## config.mk

```make
export PLATFORM = sky130hd
export DESIGN_NAME = dpc_decoder
export DESIGN_NICKNAME = d
export VERILOG_FILES = /design/src/hdl/dpc_pkg.sv /design/src/hdl/dpc_decoder.sv /design/src/hdl/dpc_tap_decode.sv
export SDC_FILE = /design/constraint.sdc
export NUM_CORES = 1
export LEC_CHECK = 0
export BUFFER_PORTS_ARGS = -buffer_cell sky130_fd_sc_hd__buf_2
export CORE_UTILIZATION = 62
export DETAILED_ROUTE_END_ITERATION = 10
export PLACE_DENSITY = 0.85
export RECOVER_POWER = 50
export SLEW_MARGIN = 20
export SYNTH_ARGS = -nofsm -noshare
export SYNTH_HDL_FRONTEND = slang
export SYNTH_SLANG_ARGS = --single-unit
export TNS_END_PERCENT = 100
```

## constraint.sdc

```tcl
create_clock -name clk_sys -period 9.65 [get_ports clk_sys]
set_input_delay 0.965 -clock clk_sys [delete_from_list [all_inputs] [get_ports clk_sys]]
set_output_delay 0.965 -clock clk_sys [all_outputs]
set_load 0.005 [all_outputs]
```

## src/hdl/dpc_pkg.sv

```systemverilog
/*
  Shared constants for the digipot command decoder: byte fields, opcodes,
  device type code and timing counts.
  Assumes a 25 MHz system clock.
*/
package dpc_pkg;

  // ---------------------------------------------------------------
  // Identification byte
  // ---------------------------------------------------------------
  // Device type code; the value is arbitrary.
  localparam logic [3:0] DPC_TYPE_CODE = 4'h6;
  localparam int         DPC_TYPE_MSB  = 7;
  localparam int         DPC_TYPE_LSB  = 4;
  localparam int         DPC_ADDR_MSB  = 2;
  localparam int         DPC_ADDR_LSB  = 0;
  localparam int         DPC_RW_BIT    = 0;

  // ---------------------------------------------------------------
  // Instruction byte
  // ---------------------------------------------------------------
  localparam int         DPC_OP_MSB    = 7;
  localparam int         DPC_OP_LSB    = 4;
  localparam int         DPC_REG_MSB   = 3;
  localparam int         DPC_REG_LSB   = 2;
  localparam int         DPC_BANK_MSB  = 1;
  localparam int         DPC_BANK_LSB  = 0;

  localparam logic [3:0] DPC_OP_RD_WIPER = 4'h9;
  localparam logic [3:0] DPC_OP_WR_WIPER = 4'ha;
  localparam logic [3:0] DPC_OP_RD_STORE = 4'hb;
  localparam logic [3:0] DPC_OP_WR_STORE = 4'hc;
  localparam logic [3:0] DPC_OP_STO2WIP  = 4'hd;
  localparam logic [3:0] DPC_OP_WIP2STO  = 4'he;
  localparam logic [3:0] DPC_OP_STEP     = 4'h2;

  // ---------------------------------------------------------------
  // Storage and timing
  // ---------------------------------------------------------------
  localparam int         DPC_NUM_STORE   = 16;
  localparam logic [7:0] DPC_STORE_RESET = 8'h80;
  localparam int         DPC_CLK_HZ      = 25000000;
  localparam int         DPC_NV_WRITE_MS = 10;
  localparam int         DPC_NV_WRITE_CYC =
    DPC_CLK_HZ / 1000 * DPC_NV_WRITE_MS;
  localparam int         DPC_LOAD_NS     = 200;
  localparam int         DPC_LOAD_CYC    =
    (DPC_LOAD_NS * (DPC_CLK_HZ / 1000000) + 999) / 1000;

endpackage : dpc_pkg

```

## src/hdl/dpc_decoder.sv

```systemverilog
/*
  Digipot command decoder: 2-wire slave byte engine, instruction decode,
  wiper register, sixteen stored settings and a non-volatile write timer.
  Assumes SCL and SDA are slow open-drain pins sampled by clk_sys,
  and that rstn marks power-up.
*/
`timescale 1ns/1ps
`default_nettype none
module dpc_decoder
  import dpc_pkg::*;
#(
  parameter int NV_WRITE_CYC = DPC_NV_WRITE_CYC,
  parameter int LOAD_CYC     = DPC_LOAD_CYC
) (
  // Clock and reset
  input  wire logic         clk_sys,
  input  wire logic         rstn,
  // 2-wire bus pins
  input  wire logic         scl_in,
  input  wire logic         sda_in,
  output logic              sda_out,
  output logic              sda_oe,
  // Straps
  input  wire logic [2:0]   slave_address_pins,
  input  wire logic         write_protect_n,
  // Potentiometer and status
  output logic      [255:0] tap_on,
  output logic      [7:0]   wiper_position,
  output logic              nv_busy
);

  // ---------------------------------------------------------------
  // Pin synchronisers and edge detection
  // ---------------------------------------------------------------
  logic [1:0] scl_sync;
  logic [1:0] sda_sync;
  logic       scl_d;
  logic       sda_d;
  logic [1:0] wp_sync;
  logic [2:0] adr_s1;
  logic [2:0] adr_s2;

  // Two flops each, plus a third on SCL and SDA for edge detection; stage one is never read by logic
  always_ff @(posedge clk_sys) begin
    if (!rstn) begin
      scl_sync <= 2'h3;
      sda_sync <= 2'h3;
      scl_d    <= 1'b1;
      sda_d    <= 1'b1;
      wp_sync  <= 2'h0;
      adr_s1   <= 3'h0;
      adr_s2   <= 3'h0;
    end else begin
      scl_sync <= {scl_sync[0], scl_in};
      sda_sync <= {sda_sync[0], sda_in};
      scl_d    <= scl_sync[1];
      sda_d    <= sda_sync[1];
      wp_sync  <= {wp_sync[0], write_protect_n};
      adr_s1   <= slave_address_pins;
      adr_s2   <= adr_s1;
    end
  end

  wire scl      = scl_sync[1];
  wire sda      = sda_sync[1];
  wire scl_rise = scl & ~scl_d;
  wire scl_fall = ~scl & scl_d;
  wire start_c  = scl & scl_d & sda_d & ~sda;
  wire stop_c   = scl & scl_d & ~sda_d & sda;
  wire wp_ok    = wp_sync[1];

  // ---------------------------------------------------------------
  // Byte engine state
  // ---------------------------------------------------------------
  typedef enum {
    ST_IDLE, ST_ID, ST_INSTR, ST_DATA_IN, ST_DATA_OUT, ST_STEP, ST_WAIT
  } dpc_state_type;

  dpc_state_type state;
  dpc_state_type next_state;
  logic [3:0]    bit_cnt;
  logic [7:0]    shift;
  logic [7:0]    instr;
  logic          ack_phase;
  logic          drive_low;
  logic          tx_bit;
  logic          master_nack;
  logic          ack_now_q;
  logic          nv_pend;
  logic [7:0]    nv_data;
  logic [3:0]    nv_index;

  // Stored settings; an array of sixteen bytes
  logic [7:0]    store [DPC_NUM_STORE];
  logic [7:0]    load_val;
  logic          load_pend;
  logic [31:0]   load_cnt;
  logic [31:0]   nv_cnt;

  // ---------------------------------------------------------------
  // Decode of the received bytes
  // ---------------------------------------------------------------
  wire [7:0] rx_byte   = {shift[6:0], sda};
  wire       type_ok   = rx_byte[DPC_TYPE_MSB:DPC_TYPE_LSB] == DPC_TYPE_CODE;
  wire       addr_ok   = rx_byte[DPC_ADDR_MSB+1:DPC_ADDR_LSB+1] == adr_s2;
  wire       is_read   = rx_byte[DPC_RW_BIT];
  wire [3:0] rx_op     = rx_byte[DPC_OP_MSB:DPC_OP_LSB];
  wire [3:0] op        = instr[DPC_OP_MSB:DPC_OP_LSB];
  wire [1:0] reg_sel   = instr[DPC_REG_MSB:DPC_REG_LSB];
  wire [1:0] bank_sel  = instr[DPC_BANK_MSB:DPC_BANK_LSB];
  wire [3:0] sel_index = {bank_sel, reg_sel};
  wire       rx_ptr0   = rx_byte[3:0] == 4'h0;
  wire       rx_bank0  = rx_byte[DPC_BANK_MSB:DPC_BANK_LSB] == 2'h0;

  // Validity of an instruction byte as received
  function automatic logic instr_valid(input logic [7:0] b);
    logic [3:0] o;
    o = b[DPC_OP_MSB:DPC_OP_LSB];
    case (o)
      DPC_OP_RD_WIPER, DPC_OP_WR_WIPER, DPC_OP_STEP:
        instr_valid = b[3:0] == 4'h0;
      DPC_OP_RD_STORE, DPC_OP_WR_STORE:
        instr_valid = 1'b1;
      DPC_OP_STO2WIP, DPC_OP_WIP2STO:
        instr_valid = b[1:0] == 2'h0;
      default:
        instr_valid = 1'b0;
    endcase
  endfunction : instr_valid

  // Which accepted instructions carry a data byte
  wire has_data_in  = op == DPC_OP_WR_WIPER || op == DPC_OP_WR_STORE;
  wire has_data_out = op == DPC_OP_RD_WIPER || op == DPC_OP_RD_STORE;
  wire [7:0] rd_val = (op == DPC_OP_RD_WIPER) ? wiper_position
                                              : store[sel_index];

  // Byte boundary: eighth bit sampled on this rising edge
  wire byte_done = scl_rise && bit_cnt == 4'h7 && !ack_phase;
  // Ack slot ends on the fall after the ninth clock, while we still pull low
  wire ack_done  = scl_fall && ack_phase && drive_low;

  // ---------------------------------------------------------------
  // Next-state decode
  // ---------------------------------------------------------------
  always_comb begin
    next_state = state;
    case (state)
      ST_IDLE:     next_state = state;
      ST_ID:
        if (byte_done && !(type_ok && addr_ok && !nv_busy && !is_read))
          next_state = ST_WAIT;
        else if (ack_done)
          next_state = ST_INSTR;
      ST_INSTR:
        if (byte_done && !instr_valid(rx_byte))
          next_state = ST_WAIT;
        else if (ack_done && op == DPC_OP_STEP)
          next_state = ST_STEP;
        else if (ack_done && has_data_in)
          next_state = ST_DATA_IN;
        else if (ack_done && has_data_out)
          next_state = ST_DATA_OUT;
        else if (ack_done)
          next_state = ST_WAIT;
      ST_DATA_IN:  if (ack_done) next_state = ST_WAIT;
      ST_DATA_OUT: if (ack_done) next_state = ST_WAIT;
      ST_STEP:     next_state = state;
      ST_WAIT:     next_state = state;
      default:     next_state = ST_IDLE;
    endcase
    if (start_c)
      next_state = ST_ID;
    else if (stop_c)
      next_state = ST_IDLE;
  end

  // Acknowledge the byte just received in the ID, instruction or data-in phase
  // Step pulses and read data never earn an acknowledge from us
  wire ack_now = byte_done && next_state != ST_WAIT
                 && (state == ST_ID || state == ST_INSTR
                     || state == ST_DATA_IN);

  // ---------------------------------------------------------------
  // Bit counter, shifter and SDA drive
  // ---------------------------------------------------------------
  always_ff @(posedge clk_sys) begin
    if (!rstn) begin
      state       <= ST_IDLE;
      bit_cnt     <= 4'h0;
      shift       <= 8'h00;
      instr       <= 8'h00;
      ack_phase   <= 1'b0;
      drive_low   <= 1'b0;
      tx_bit      <= 1'b1;
      master_nack <= 1'b0;
    end else begin
      state <= next_state;
      if (start_c || stop_c) begin
        bit_cnt   <= 4'h0;
        ack_phase <= 1'b0;
        drive_low <= 1'b0;
      end else if (scl_rise && !ack_phase) begin
        if (state != ST_DATA_OUT)
          shift <= rx_byte;                            // Keep transmit bits
        bit_cnt <= bit_cnt + 4'h1;
        if (state == ST_INSTR && bit_cnt == 4'h7)
          instr <= rx_byte;
        if (bit_cnt == 4'h7) begin
          ack_phase <= 1'b1;
          bit_cnt   <= 4'h0;
        end
      end else if (scl_rise && ack_phase) begin
        master_nack <= sda;
      end else if (scl_fall) begin
        if (ack_phase && !drive_low && state == ST_DATA_OUT) begin
          tx_bit <= 1'b1;                              // Free SDA for master
        end else if (ack_phase && drive_low) begin
          drive_low <= 1'b0;
          ack_phase <= 1'b0;
          if (next_state == ST_DATA_OUT) begin
            tx_bit  <= rd_val[7];
            shift   <= {rd_val[6:0], 1'b0};
          end
        end else if (state == ST_DATA_OUT && !ack_phase) begin
          tx_bit <= shift[7];
          shift  <= {shift[6:0], 1'b0};
        end else if (ack_now_q) begin
          drive_low <= 1'b1;
        end
      end
    end
  end

  // Remember that the last byte earned an acknowledge until SCL falls
  always_ff @(posedge clk_sys) begin
    if (!rstn || start_c || stop_c || scl_fall)
      ack_now_q <= 1'b0;
    else if (ack_now)
      ack_now_q <= 1'b1;
  end

  // Open drain: enable only when pulling low
  wire tx_low = state == ST_DATA_OUT && !ack_phase && !tx_bit;
  assign sda_out = 1'b0;
  assign sda_oe  = drive_low | tx_low;

  // ---------------------------------------------------------------
  // Command execution
  // ---------------------------------------------------------------
  wire data_rx    = byte_done && state == ST_DATA_IN;
  wire wr_store   = data_rx && op == DPC_OP_WR_STORE;
  wire xfer_rx    = byte_done && state == ST_INSTR && instr_valid(rx_byte);
  wire do_sto2wip = xfer_rx && rx_op == DPC_OP_STO2WIP && rx_bank0;
  wire do_wip2sto = xfer_rx && rx_op == DPC_OP_WIP2STO && rx_bank0;
  wire step_ev    = state == ST_STEP && scl_rise;
  wire nv_req     = (wr_store || do_wip2sto) && wp_ok;
  wire nv_launch  = nv_pend && stop_c;

  // Wiper register updates, power-up recall first
  always_ff @(posedge clk_sys) begin
    if (!rstn) begin
      wiper_position <= DPC_STORE_RESET;
      load_pend      <= 1'b1;
      load_val       <= DPC_STORE_RESET;
      load_cnt       <= 32'h0;
    end else begin
      if (load_pend && load_cnt == 32'h0 && state == ST_IDLE
          && !do_sto2wip) begin
        load_val <= store[0];
      end
      if (do_sto2wip) begin
        load_val  <= store[{2'h0, rx_byte[DPC_REG_MSB:DPC_REG_LSB]}];
        load_pend <= 1'b1;
        load_cnt  <= LOAD_CYC[31:0];
      end else if (load_pend && load_cnt > 32'h1) begin
        load_cnt <= load_cnt - 32'h1;
      end else if (load_pend) begin
        wiper_position <= (load_cnt == 32'h0) ? store[0] : load_val;
        load_pend      <= 1'b0;
        load_cnt       <= 32'h0;
      end
      if (data_rx && op == DPC_OP_WR_WIPER)
        wiper_position <= rx_byte;
      else if (step_ev && sda && wiper_position != 8'hff)
        wiper_position <= wiper_position + 8'h01;
      else if (step_ev && !sda && wiper_position != 8'h00)
        wiper_position <= wiper_position - 8'h01;
    end
  end

  // Non-volatile write: latch on command, start at stop, time it out
  always_ff @(posedge clk_sys) begin
    if (!rstn) begin
      nv_pend  <= 1'b0;
      nv_busy  <= 1'b0;
      nv_cnt   <= 32'h0;
      nv_data  <= 8'h00;
      nv_index <= 4'h0;
    end else begin
      if (nv_req) begin
        nv_pend  <= 1'b1;
        nv_data  <= wr_store ? rx_byte : wiper_position;
        nv_index <= wr_store ? sel_index
                    : {2'h0, rx_byte[DPC_REG_MSB:DPC_REG_LSB]};
      end else if (start_c) begin
        nv_pend <= 1'b0;
      end
      if (nv_launch) begin
        nv_pend <= 1'b0;
        nv_busy <= 1'b1;
        nv_cnt  <= NV_WRITE_CYC[31:0];
      end else if (nv_busy && nv_cnt > 32'h1) begin
        nv_cnt <= nv_cnt - 32'h1;
      end else if (nv_busy) begin
        nv_busy <= 1'b0;
        nv_cnt  <= 32'h0;
      end
    end
  end

  // Storage array commits when the write cycle ends
  always_ff @(posedge clk_sys) begin
    if (!rstn) begin
      for (int i = 0; i < DPC_NUM_STORE; i++)
        store[i] <= DPC_STORE_RESET;
    end else if (nv_busy && nv_cnt == 32'h1) begin
      store[nv_index] <= nv_data;
    end
  end

  // ---------------------------------------------------------------
  // Tap switch decoder
  // ---------------------------------------------------------------
  dpc_tap_decode #(
    .TAPS     (256)
  ) u_tap (
    .clk_sys  (clk_sys),
    .rstn     (rstn),
    .position (wiper_position),
    .tap_on   (tap_on)
  );

  // ---------------------------------------------------------------
  // Checks
  // ---------------------------------------------------------------
  chk_busy_no_ack: assert property (@(posedge clk_sys) disable iff (!rstn)
    (state == ST_ID && byte_done && nv_busy) |=> !ack_now_q)
    else $error("address acknowledged during write");

  chk_wp_blocks: assert property (@(posedge clk_sys) disable iff (!rstn)
    (wr_store && !wp_ok && !nv_pend) |=> !nv_pend)
    else $error("write queued while protected");

  chk_nv_length: assert property (@(posedge clk_sys) disable iff (!rstn)
    nv_launch |=> nv_busy && nv_cnt == NV_WRITE_CYC[31:0])
    else $error("write timer not loaded");

  chk_step_sat: assert property (@(posedge clk_sys) disable iff (!rstn)
    (step_ev && sda && wiper_position == 8'hff && !load_pend)
    |=> wiper_position == 8'hff)
    else $error("wiper wrapped at top");

  chk_step_up: assert property (@(posedge clk_sys) disable iff (!rstn)
    (step_ev && sda && wiper_position != 8'hff && !load_pend)
    |=> wiper_position == $past(wiper_position) + 8'h01)
    else $error("wiper did not step up");

  chk_wr_wiper: assert property (@(posedge clk_sys) disable iff (!rstn)
    (data_rx && op == DPC_OP_WR_WIPER) |=> wiper_position == $past(rx_byte))
    else $error("wiper write lost");

  chk_bad_type: assert property (@(posedge clk_sys) disable iff (!rstn)
    (state == ST_ID && byte_done && !type_ok && !start_c && !stop_c)
    |=> state == ST_WAIT)
    else $error("foreign type code not ignored");

  chk_bank_xfer: assert property (@(posedge clk_sys) disable iff (!rstn)
    (byte_done && state == ST_INSTR && rx_op == DPC_OP_STO2WIP
     && !rx_bank0 && !load_pend) |=> !load_pend)
    else $error("transfer outside bank 0");

endmodule : dpc_decoder
`default_nettype wire

```

## src/hdl/dpc_tap_decode.sv

```systemverilog
/*
  One-hot decoder from the wiper position to the 256 tap switches.
  Assumes a registered position input on the system clock.
*/
`timescale 1ns/1ps
`default_nettype none
module dpc_tap_decode #(
  parameter int TAPS = 256
) (
  // Clock and reset
  input  wire logic              clk_sys,
  input  wire logic              rstn,
  // Position in, switches out
  input  wire logic [7:0]        position,
  output logic      [TAPS-1:0]   tap_on
);

  // Registered one-hot so exactly one switch closes per cycle out of reset; reset opens all switches
  always_ff @(posedge clk_sys) begin
    if (!rstn) begin
      tap_on <= '0;
    end else begin
      tap_on <= {{(TAPS-1){1'b0}}, 1'b1} << position;
    end
  end

  chk_tap_onehot: assert property (@(posedge clk_sys) disable iff (!rstn)
    $past(rstn) |-> $onehot(tap_on))
    else $error("tap switches not one-hot");

endmodule : dpc_tap_decode
`default_nettype wire

```

==> summary.md <==
| Metric | Value |
|---|---|
| Hold path endpoint | `sda_sync[1]` |
| Crit end category | `register` |
| Count leader, synth | `dfxtp_1` |
| Hold Crit Depth | `1` |
| Largest family of logic cells by synthesized area | `simple AND/OR/NAND/NOR gates` |
| Setup TNS | `0 ns` |
| Largest net degree at the start of global routing | `78` |
| Initial antenna violation count | `0` |
| Latest clock arrival within the worst-skew pair | `0.58 ns` |
| Area of the multi-input gates | `7950 um^2` |
| Die height | `185 um` |
| Pwr dens | `238 nW/um^2` |
| CP Class | `in2reg` |
| Die width | `185 um` |
| Total Wirelength | `56.4 mm` |
| Crit path launch | `rstn` |
| Kind of cell adding the most delay to the critical path | `buffers and inverters` |
| Worst path cell trace | `clkbuf_1 -> clkbuf_1 -> nand2_1 -> a311oi_1` |
| Avg Synthesized Cell Area | `10.6 um^2` |
| Final setup viols | `0` |
| Post-CTS Setup Bufs | `0` |
| Area of the die | `34200 um^2` |
| Htree depth | `2` |
| Synth top area share | `0.412` |
| Synthesis-stage register bit count | `555` |
| Num ports | `275` |
| R2R setup slack | `5.50 ns` |
| Clk Tree Root Cell | `clkbuf_16` |
| Fin crit period | `5.88 ns` |
| Worst-margin pin slew | `3.03 ns` |
| Worst R2R End | `load_cnt[23]` |
| Gr usage total | `0.321` |
| Routed Antenna Nets | `0` |
| Worst relative slew slack | `-1.02` |
| Wire per inst | `20.9 um` |
| Vias per Instance | `6.06` |
| Async SR Flop Fraction | `0` |
| Global placement routability congestion | `0.960` |
| PortBufs | `273` |
| Fin util | `0.732` |
| ANT cells | `0` |
| Setup slack after layout | `3.77 ns` |
| Crit path top cell by count | `clkbuf_1` |
| P_sw | `1.66 mW` |
| Synth unique cells | `82` |
| PostCTS Resize Cnt | `0` |
| Clock transition at path regs | `0.06 ns` |
| Comb pwr share | `0.160` |
| Slowest cell on the critical path | `clkbuf_1` |
| Failing checks | `max-capacitance violations, max-slew violations` |
| Post-synth top flop | `dfxtp_1` |
| Post-synthesis sequential area ratio | `0.597` |
| Synth Area in Compound Gates | `0.0789` |
| CP Buf/Inv Count | `2` |
| Sw Ratio | `0.290` |
| Maxcap violations | `7` |
| R2r worst-path depth | `7` |
| Hpwl dp | `36.8 mm` |
| Final hold violations | `0` |
| Fin crit share | `0.609` |
| Reg power frac | `0.461` |
| Max-slew violations | `276` |
| Internal | `4.06 mW` |
| DRC Markers | `0` |
| CTS tree | `built` |
| Leak Pwr | `8.74 nW` |
| Nets | `2232` |
| Worst slack, placed | `5.62 ns` |
| Vias | `16300` |
| Hold Crit Class | `reg2reg` |
| Register Area | `12400 um^2` |
| CP Max Fanout | `77` |
| Post-Synth Simple-Gate Area | `0.216` |
| Starting Density | `0.634` |
| Iteration-0 DRC Markers | `1884` |
| Synth top cells by count | `dfxtp_1, nor2_1, edfxtp_1` |
| Hold path startpoint | `sda_sync[0]` |
| Peak supply drop | `0.155 mV` |
| Vias in the first global route | `15400` |
| Share of cells above drive strength 1 | `0.0883` |
| EDFF count, synth | `128` |
| Outcome | `complete, but fails checks` |
| Num Clock Sinks | `555` |
| Cells taking the most area after synthesis | `dfxtp_1, edfxtp_1, nor2_1, mux4_2, and2_1` |
| P&R area growth vs syn | `15.6%` |
| Achievable clock frequency | `0.170 GHz` |
| Min Hold Slack | `0.409 ns` |
| Clock Skews | `0.0170 ns` |
| Post-Synthesis Cells | `1957` |
| Adder-Cell Fraction of Synth Area | `0.00783` |
| RR Startpoint | `scl_sync[1]` |
| Worst Path Arrival | `6.31 ns` |
| Syn. warnings | `0` |
| Grt ovf | `0` |
| Num CTS Buffers | `51` |
| Xor/xnor share of the synthesized area | `0.0135` |
| Mux contribution to synthesized area | `0.0603` |
| First-pass GRT wire length | `84.7 mm` |
| Num rows | `66` |
| CORE AREA | `32800 um^2` |
| Delay of the slowest critical-path stage | `2.22 ns` |
| Area leader, netlist | `dfxtp_1` |
| Worst endpoint required time | `10.08 ns` |
| Hold_buf cts | `0` |
| Clock buffer depth | `3` |
| Filler Cell Count | `2247` |
| Synth Cell Area | `20800 um^2` |
| Initial DRT Pass Iterations | `6` |
| Clock power share | `0.380` |
| RSZ-0062 raised after global routing | `false` |
| CP startpoint kind | `input pin` |
==> worst max-delay path by stage <==
stage               slack (ns)  cells past startpoint      endpoint
finish                    3.77                      4  load_cnt[23]
global route              3.43                      4  load_cnt[23]
CTS                       5.58                      7  load_cnt[23]
detailed placement        5.62                      7  load_cnt[31]
global placement          5.83                      7  load_cnt[31]
floorplan                 6.20                      7   store[6][0]
==> final cells by class <==
| class | instances | area share |
|---|---|---|
| flip-flops and latches | 555 | 0.516 |
| well taps | 442 | 0.0230 |
| clock buffers | 70 | 0.0620 |
| inverters | 26 | 0.00407 |
| repair buffers | 290 | 0.0485 |
| multi-input cells | 1287 | 0.331 |
| clock inverters | 25 | 0.0150 |
==> stage by stage <==
stage	area, um^2	std cells	total power, mW
after CTS	24300	2695	5.70
after global routing	24000	2695	5.91
after detailed placement	22500	2600	3.56
after global placement	22500	2600	3.52
final	24000	2695	5.72
after floorplan	20900	1986	3.29
==> cell families (layout without fill, tap and decap cells) <==
logic type / after synthesis / count (layout)
muxes: 76 / 76
other: 1 / 30
AOI/OAI and AO/OA: 244 / 244
xor gates and xnor gates: 32 / 32
buffers and inverters: 144 / 411
adders and majority gates: 13 / 13
and+or+nand+nor: 892 / 892
DFF: 555 / 555
==> routing by layer <==
layer  part of all wire  track usage  vias up
li1                   -            -     7286
met1               0.37        0.383     7776
met2               0.49        0.546     1008
met3              0.087       0.0576      253
met4              0.059        0.183        0
met5                  0            0        -
==> placed cells by master, fill, tap and decap left out, drive strengths merged, types with 15 or more instances in the layout <==
cell / count
inv: 34
nor2b: 41
o211a: 15
nand3: 40
nand2: 99
dfxtp: 427
nor4: 37
xnor2: 21
conb: 30
nor3: 47
buf: 45
a21oi: 50
nor2: 375
clkbuf: 315
and2: 127
mux2i: 34
a22oi: 20
mux4: 39
edfxtp: 128
nand2b: 36
o21ai: 63
==> registers in the layout, indices dropped and copies added, names as in the netlist, 2 cells and up, named ones only <==
name	count
nv_data	8
adr_s2	3
state	32
wp_sync	2
bit_cnt	4
nv_cnt	32
nv_index	4
load_cnt	32
u_tap.tap_on	256
load_val	8
sda_sync	2
instr	8
adr_s1	3
store	128
wiper_position	8
shift	8
scl_sync	2
==> power by group through the flow <==
stage / clock (mW) / combinational [mW] / sequential, mW
finish: 2.17 / 0.913 / 2.63
global route: 2.27 / 0.997 / 2.64
CTS: 2.18 / 0.898 / 2.62
detailed placement: 0 / 0.883 / 2.67
global placement: 0 / 0.857 / 2.67
floorplan: 0 / 0.697 / 2.59
(Power assumes the default switching activity.)
